`src/design/can_state_pkg.sv`:
```
// Shared constants, state encodings and helper functions for the CAN state control block.
// Assumes a single 100 MHz clock and that every importer uses the same field layout.
package can_state_pkg;

  // Command byte layout: bit 0 switches CAN participation, bits 7..1 are reserved.
  localparam int          CTL_ON_BIT    = 0;
  localparam int          CTL_RSVD_MSB  = 7;
  localparam int          CTL_RSVD_LSB  = 1;

  // Status byte layout: bits 1..0 hold the controller state code, bits 7..2 are reserved.
  localparam int          STAT_CODE_MSB = 1;
  localparam int          STAT_CODE_LSB = 0;
  localparam int          STAT_RSVD_MSB = 7;
  localparam int          STAT_RSVD_LSB = 2;
  localparam logic [7:0]  STATUS_RESET  = 8'h00;

  // Controller state codes, most significant bit in the higher bit position.
  localparam logic [1:0]  CODE_OFF      = 2'h0;
  localparam logic [1:0]  CODE_BUS_OFF  = 2'h1;
  localparam logic [1:0]  CODE_PASSIVE  = 2'h2;
  localparam logic [1:0]  CODE_ACTIVE   = 2'h3;

  // Error counter width and the two limits applied to it.
  localparam int          ERR_CNT_W         = 9;
  localparam logic [8:0]  ERR_PASSIVE_LIMIT = 9'h080;
  localparam logic [8:0]  ERR_BUSOFF_LIMIT  = 9'h0ff;

  // Bus synchronisation must finish within this time or the controller goes bus off.
  localparam int          CLK_FREQ_HZ         = 100_000_000;
  localparam int          SYNC_TIME_MS        = 2000;
  localparam int          SYNC_TIMEOUT_CYCLES = SYNC_TIME_MS * (CLK_FREQ_HZ / 1000);

  // One-hot controller states.
  typedef enum logic [3:0] {
    ST_OFF  = 4'b0001,
    ST_SYNC = 4'b0010,
    ST_RUN  = 4'b0100,
    ST_BOFF = 4'b1000
  } ctl_state_t;

  // Maps the controller state and error count onto the reported code.
  function automatic logic [1:0] state_code_f(input ctl_state_t s, input logic [8:0] err);
    logic [1:0] code;
    code = CODE_ACTIVE;
    case (s)
      ST_OFF:  code = CODE_OFF;
      ST_BOFF: code = CODE_BUS_OFF;
      default: code = (err >= ERR_PASSIVE_LIMIT) ? CODE_PASSIVE : CODE_ACTIVE;
    endcase
    return code;
  endfunction : state_code_f

  // Builds the status byte; the reserved bits are always zero.
  function automatic logic [7:0] status_byte_f(input logic [1:0] code);
    return {6'h00, code};
  endfunction : status_byte_f

endpackage : can_state_pkg

```
`src/design/can_state_if.sv`:
```
// Carries the run request and CAN core health into the fault tracker, and its verdict back.
// Assumes both ends share the top module clock.
`timescale 1ns/1ns
interface can_state_if;
  import can_state_pkg::*;
  logic                 enable;
  logic [ERR_CNT_W-1:0] err_cnt;
  logic                 sync_done;
  logic                 can_link_ok;
  logic [1:0]           state_code;
  logic                 tx_allow;
  logic                 rx_allow;

  modport tracker (input enable, err_cnt, sync_done, can_link_ok,
                   output state_code, tx_allow, rx_allow);
  modport ctrl    (output enable, err_cnt, sync_done, can_link_ok,
                   input state_code, tx_allow, rx_allow);
endinterface : can_state_if

```
`src/design/can_fault_tracker.sv`:
```
// Controller state machine: off, synchronising, running, bus off.
// Assumes the error counter and sync indication come from the CAN core on the same clock.
`timescale 1ns/1ns
module can_fault_tracker
  import can_state_pkg::*;
#(
  parameter int unsigned SYNC_CYCLES = SYNC_TIMEOUT_CYCLES,
  parameter int          CNT_W       = 28
) (
  input  wire logic    i_ref_clk,
  input  wire logic    i_sys_rst,
  can_state_if.tracker st
);

  localparam logic [CNT_W-1:0] SYNC_LAST = CNT_W'(SYNC_CYCLES - 1);

  ctl_state_t       state_ff;
  logic [CNT_W-1:0] sync_cnt_ff;

  // Bus off is left only by switching the controller off, which is the recovery path.
  always_ff @(posedge i_ref_clk) begin
    if (i_sys_rst) begin
      state_ff <= ST_OFF;
    end else begin
      case (state_ff)
        ST_OFF: begin
          if (st.enable) state_ff <= ST_SYNC;
        end
        ST_SYNC: begin
          if (!st.enable) state_ff <= ST_OFF;
          else if (!st.can_link_ok || sync_cnt_ff == SYNC_LAST) state_ff <= ST_BOFF;
          else if (st.sync_done) state_ff <= ST_RUN;
        end
        ST_RUN: begin
          if (!st.enable) state_ff <= ST_OFF;
          else if (!st.can_link_ok || st.err_cnt > ERR_BUSOFF_LIMIT) state_ff <= ST_BOFF;
        end
        ST_BOFF: begin
          if (!st.enable) state_ff <= ST_OFF;
        end
        default: state_ff <= ST_OFF;
      endcase
    end
  end

  // Time spent synchronising; cleared whenever the controller is not in that phase.
  always_ff @(posedge i_ref_clk) begin
    if (i_sys_rst || state_ff != ST_SYNC) sync_cnt_ff <= '0;
    else sync_cnt_ff <= sync_cnt_ff + 1'b1;
  end

  // Receive is needed while synchronising; transmit only once the bus is joined.
  assign st.state_code = state_code_f(state_ff, st.err_cnt);
  assign st.tx_allow   = (state_ff == ST_RUN);
  assign st.rx_allow   = (state_ff == ST_RUN) || (state_ff == ST_SYNC);
endmodule : can_fault_tracker

```
`src/design/can_gateway_state_control.sv`:
```
// Communication state control for the industrial-link to CAN gateway.
// Assumes the cyclic command byte, link flags and CAN core health are synchronous inputs.
//
// Operation
// - Command bit zero low puts the CAN controller off, no bus participation.
// - Command bit zero high turns the CAN controller on for bus participation.
// - One status byte returned per exchange; bits one-zero state code, rest reserved.
// - Code zero reported whenever the host commands CAN off.
// - Bus off, code one, on error overflow or synchronisation over two seconds.
// - In bus off neither transmit nor receive on the CAN bus.
// - Code two, error passive, at error threshold; traffic continues.
// - Code three, error active, while errors stay below threshold.
// - Multi-bit fields read with highest bit most significant.
// - Host link failure drops to unconfigured, idle until new configuration.
// - CAN link failure forces bus off, keeps last data, stays operable.
// - Built-in switch keeps forwarding traffic even in error states.
// - Command bit followed only with active exchange and good provider status.
// - Off state sends and receives nothing, error frames included.
`timescale 1ns/1ns
module can_gateway_state_control
  import can_state_pkg::*;
#(
  parameter int unsigned SYNC_CYCLES = SYNC_TIMEOUT_CYCLES
) (
  input  wire logic                 i_ref_clk,
  input  wire logic                 i_sys_rst,
  input  wire logic [7:0]           i_cmd_byte,
  input  wire logic                 i_cmd_valid,
  input  wire logic                 i_exchange_active,
  input  wire logic                 i_provider_good,
  input  wire logic                 i_host_link_ok,
  input  wire logic                 i_config_load,
  input  wire logic [ERR_CNT_W-1:0] i_err_cnt,
  input  wire logic                 i_sync_done,
  input  wire logic                 i_can_link_ok,
  output logic [7:0]                o_status_byte,
  output logic                      o_status_valid,
  output logic                      o_can_tx_en,
  output logic                      o_can_rx_en,
  output logic                      o_configured,
  output logic                      o_pgn_hold,
  output logic                      o_switch_fwd_en
);

  logic       configured_ff;
  logic       ctl_on_ff;
  logic [7:0] status_byte_ff;
  logic       status_valid_ff;
  logic       tx_en_ff;
  logic       rx_en_ff;
  logic       pgn_hold_ff;
  logic       switch_fwd_ff;
  logic       run_req;

  can_state_if st_if ();

  // Configuration is lost with the host link; a fresh load wins over a same-cycle loss.
  always_ff @(posedge i_ref_clk) begin
    if (i_sys_rst) begin
      configured_ff <= 1'b0;
    end else if (i_config_load) begin
      configured_ff <= 1'b1;
    end else if (!i_host_link_ok) begin
      configured_ff <= 1'b0;
    end
  end

  // Only bit zero is taken from each command; reserved bits never reach the logic.
  // Dropping the bit on configuration loss stops a stale "on" surviving a reconnect.
  always_ff @(posedge i_ref_clk) begin
    if (i_sys_rst) begin
      ctl_on_ff <= 1'b0;
    end else if (!configured_ff || !i_host_link_ok) begin
      ctl_on_ff <= 1'b0;
    end else if (i_cmd_valid) begin
      ctl_on_ff <= i_cmd_byte[CTL_ON_BIT];
    end
  end

  // The controller runs only when every host-side condition holds at once.
  assign run_req = configured_ff && i_host_link_ok && i_exchange_active
                   && i_provider_good && ctl_on_ff;

  // Hand the request and CAN core health to the tracker.
  assign st_if.enable      = run_req;
  assign st_if.err_cnt     = i_err_cnt;
  assign st_if.sync_done   = i_sync_done;
  assign st_if.can_link_ok = i_can_link_ok;

  can_fault_tracker #(
    .SYNC_CYCLES (SYNC_CYCLES)
  ) u_tracker (
    .i_ref_clk (i_ref_clk),
    .i_sys_rst (i_sys_rst),
    .st        (st_if.tracker)
  );

  // Status is refreshed every cycle so a reply always carries the current state.
  always_ff @(posedge i_ref_clk) begin
    if (i_sys_rst) begin
      status_byte_ff <= STATUS_RESET;
    end else begin
      status_byte_ff <= status_byte_f(st_if.state_code);
    end
  end

  // One reply pulse per command, one cycle after the command arrives.
  always_ff @(posedge i_ref_clk) begin
    if (i_sys_rst) begin
      status_valid_ff <= 1'b0;
    end else begin
      status_valid_ff <= i_cmd_valid;
    end
  end

  // Bus enables follow the tracker; off and bus off keep the transceiver silent.
  always_ff @(posedge i_ref_clk) begin
    if (i_sys_rst) begin
      tx_en_ff <= 1'b0;
      rx_en_ff <= 1'b0;
    end else begin
      tx_en_ff <= st_if.tx_allow;
      rx_en_ff <= st_if.rx_allow;
    end
  end

  // While bus off the parameter group data is frozen, not cleared, so the host still sees it.
  always_ff @(posedge i_ref_clk) begin
    if (i_sys_rst) begin
      pgn_hold_ff <= 1'b0;
    end else begin
      pgn_hold_ff <= (st_if.state_code == CODE_BUS_OFF);
    end
  end

  // The network switch is never gated by gateway faults, so the plant network stays up.
  always_ff @(posedge i_ref_clk) begin
    if (i_sys_rst) begin
      switch_fwd_ff <= 1'b1;
    end else begin
      switch_fwd_ff <= 1'b1;
    end
  end

  // Ports come straight from the flip-flops above.
  assign o_status_byte   = status_byte_ff;
  assign o_status_valid  = status_valid_ff;
  assign o_can_tx_en     = tx_en_ff;
  assign o_can_rx_en     = rx_en_ff;
  assign o_configured    = configured_ff;
  assign o_pgn_hold      = pgn_hold_ff;
  assign o_switch_fwd_en = switch_fwd_ff;
endmodule : can_gateway_state_control

```
`config.mk`:
```
export PLATFORM = sky130hd
export DESIGN_NAME = can_gateway_state_control
export DESIGN_NICKNAME = d
export VERILOG_FILES = /design/src/design/can_state_pkg.sv /design/src/design/can_state_if.sv /design/src/design/can_fault_tracker.sv /design/src/design/can_gateway_state_control.sv
export SDC_FILE = /design/constraint.sdc
export NUM_CORES = 1
export LEC_CHECK = 0
export BUFFER_PORTS_ARGS = -buffer_cell sky130_fd_sc_hd__buf_2
export CAP_MARGIN = 40
export CORE_UTILIZATION = 38
export DETAILED_ROUTE_END_ITERATION = 7
export REMOVE_ABC_BUFFERS = 1
export SLEW_MARGIN = 20
export SYNTH_ARGS = -nofsm -noshare
export SYNTH_HDL_FRONTEND = slang
export SYNTH_SLANG_ARGS = --single-unit
```
`constraint.sdc`:
```
create_clock -name i_ref_clk -period 2.55 [get_ports i_ref_clk]
set_input_delay 0.51 -clock i_ref_clk [delete_from_list [all_inputs] [get_ports i_ref_clk]]
set_output_delay 0.51 -clock i_ref_clk [all_outputs]
set_load 0.02 [all_outputs]
```
==> impl_metrics.tcl <==
set metrics [dict create \
    die_x_um 73 \
    via_per_inst 4.980 \
    synthCells 221 \
    row_count 25 \
    wl_per_cell_um 12.09 \
    cts_resized 0 \
    rsz0062_at_grt "false" \
    avgSynthCellArea_um2 8.668 \
    syn2layout_area_growth_pct 10.91 \
    hold_depth 3 \
    max-slew-margin-rel_pct 64.76 \
    die_y_um 73 \
    synth-edff-count 0 \
    path_buf_inv 0 \
    critical_path_class "reg -> reg" \
    antenna_found_initial 0 \
    core_um2 4786 \
    grt_first_pass_wirelength_um 6320 \
    drv_slew 0 \
    drt_iter0_drc 75 \
    synth-seq-cells 40 \
    worst_pin_slew_ps 521.8 \
    cap_viol_max_count 0 \
    io_buffers 18 \
    wirelength_um 3652 \
    p_per_area_nw_per_um2 657.8 \
    drt-pass1-iter-count 4 \
    cts_sinks 40 \
    reg2reg_depth 6 \
    root_buffer "clkbuf_8" \
    grt_pass1_vias 1368 \
    synth_top_cells_by_area "dfxtp_1, xor2_1, nor2_1" \
    cp_slowest_cell "or4_4" \
    ys_types 43 \
    hold_viol 0 \
    yosysTopAreaCell "dfxtp_1" \
    min_path_type "in -> reg" \
    synth_area_um2 1916 \
    htreeDepth 2 \
    ys_async_sr_fraction_pct 0 \
    ys_warn_count 0 \
    num_vias 1504 \
    use_met2_pct 24.79 \
    antennaDiodeCount 0 \
    critPathLaunch "u_tracker.sync_cnt_ff[0]" \
    cts_buffers 5 \
    grt_usage_pct 15.67 \
    crit_family "simple AND/OR/NAND/NOR gates" \
    hold_end "o_configured" \
    hp-start "i_config_load" \
    ant_nets 0 \
    cts_buffer_depth 2 \
    die_area_um2 5329 \
    dp_hpwl_um 2506 \
    finalPower_mw 1.398 \
    overflow 0 \
    grt_use_met1_pct 19.88 \
    min_period_ps 2084 \
    ios 40 \
    ys.flop_type "dfxtp_1" \
    initial_core_util_pct 40.03 \
    nFillCells 487 \
    critPathMaxStageDelay_ps 540 \
    netlist.area_leader.share_pct 41.80 \
    final_nets 261 \
    cp-end-kind "flop" \
    busiest_layer "met2" \
    skew_ps 4.809 \
    period_share_pct 81.71 \
    hold-worst-slack_ps 436.2 \
    worstSetupStartpointType "flop" \
    clkSlewWorstSetupHoldPaths_ps 80 \
    p_leak_nw 0.7518 \
    grt_max_degree 29 \
    cts_hold_buf 0 \
    clock_latency_ps 300 \
    rr_startpoint "u_tracker.sync_cnt_ff[0]" \
    grt_util_met3_pct 4.144 \
    final_cell_mix "dfxtp_1, nor2_1, xor2_1, buf_2, nand3_1" \
    setup_violations 0 \
    status "finished, final reports clean" \
    r2r_setup_slack_ps 470 \
    critPathArrivalTime_ps 2280 \
    setup_tns_ps 0 \
    cp_data_required_time_ps 2750 \
    post_cts_buffers 0 \
    cp_cell_sequence "ha_1 > and3_2 > nand2_4 > or4_4 > and3_4 > a2111oi_2" \
    cts_tree "built" \
    gp_congestion 0.8660 \
    ir_drop_v 0.0004313 \
    max_freq_ghz 0.4800 \
    drc_errors 0 \
    crit_fanout 5 \
    post_route_cells_drive_above_1_share_pct 15.74 \
    final_common_cell "dfxtp_1" \
    rr_endpoint "u_tracker.state_ff[3]" \
    ys_seq_area_share_pct 41.80 \
]
layout make-up:
cell class | count | area (um^2) | share of cell area, %
inverter | 3 | 11.26 | 0.5300
multi-input combinational | 165 | 1020 | 48.00
clock buffer | 5 | 68.82 | 3.239
clock inverter | 3 | 42.54 | 2.002
tap | 67 | 83.83 | 3.946
timing repair buffer | 19 | 97.59 | 4.594
sequential | 40 | 800.8 | 37.69
cells in the mapped netlist (2+ instances only):
master	number
nor3_1	4
nand2b_1	5
and3_1	3
nor2_1	30
nand4_1	11
xor2_1	20
nand3_1	13
and2_1	3
and4_1	5
o41ai_1	2
clkbuf_1	8
a211oi_1	2
xnor2_1	5
or3_1	2
a21oi_1	10
dfxtp_1	40
conb_1	2
nand2_1	10
nor4_1	6
o21ai_0	5
and3_2	4
nand4b_1	2
inv_1	3
buf_4	7
kinds of logic (layout without fill, tap and decap cells):
logic type,count (synthesis),in the layout,share of synthesized area (%)
AND/OR/NAND/NOR,107,107,31.22
flip-flops,40,40,41.80
XOR/XNOR,25,25,11.43
AO/OA/AOI/OAI,24,24,8.034
buffers and inverters,21,30,5.943
other,2,7,0.3920
adder cells (fa/ha/maj),1,1,0.6531
multiplexers,1,1,0.5226
layer usage:
layer,part of all wire [%],vias to the layer above,wire length [um]
met3,3.0,6,111
li1,-,786,-
met1,49,690,1800
met4,1.8,0,67
met5,0,-,0
met2,46,22,1673
stage by stage:
step	instance area, um^2	setup WS, ps	util (%)	std cells
finish	2125	466.5	44.39	302
global route	2125	247.7	44.39	302
floorplan	1832	581.0	-	208
global placement	2013	477.8	42.07	294
detailed placement	2013	456.4	42.07	294
CTS	2125	435.2	44.39	302
worst register-to-register path, delay by kind of cell, from the launching register on:
| kind | cells | cell delay (ps) |
|---|---|---|
| compound gates | 1 | 330 |
| fa+ha+maj | 1 | 230 |
| flops | 1 | 350 |
| simple gates | 4 | 1080 |
flip-flops by register name, summed over array words and instances, names as in the netlist:
| register | flops |
|---|---|
| o_can_rx_en | 1 |
| o_configured | 1 |
| u_tracker.state_ff | 4 |
| o_pgn_hold | 1 |
| ctl_on_ff | 1 |
| o_status_valid | 1 |
| u_tracker.sync_cnt_ff | 28 |
| o_status_byte | 2 |
| o_can_tx_en | 1 |
how the worst max path moves through the flow:
stage	end	slack (ps)	depth (start not counted)
after floorplan	u_tracker.state_ff[3]	580	6
after global placement	u_tracker.state_ff[3]	480	6
after detailed placement	u_tracker.state_ff[3]	460	6
after CTS	u_tracker.state_ff[3]	440	6
after global routing	u_tracker.state_ff[3]	250	6
final	u_tracker.state_ff[3]	470	6
power by group:
| part | switching [mW] | internal [mW] | leakage (nW) |
|---|---|---|---|
| clock network | 0.229 | 0.289 | 0.0541 |
| logic | 0.120 | 0.0788 | 0.374 |
| registers | 0.0336 | 0.646 | 0.323 |
| total | 0.383 | 1.01 | 0.752 |
Power figures use the tool's default switching activity.
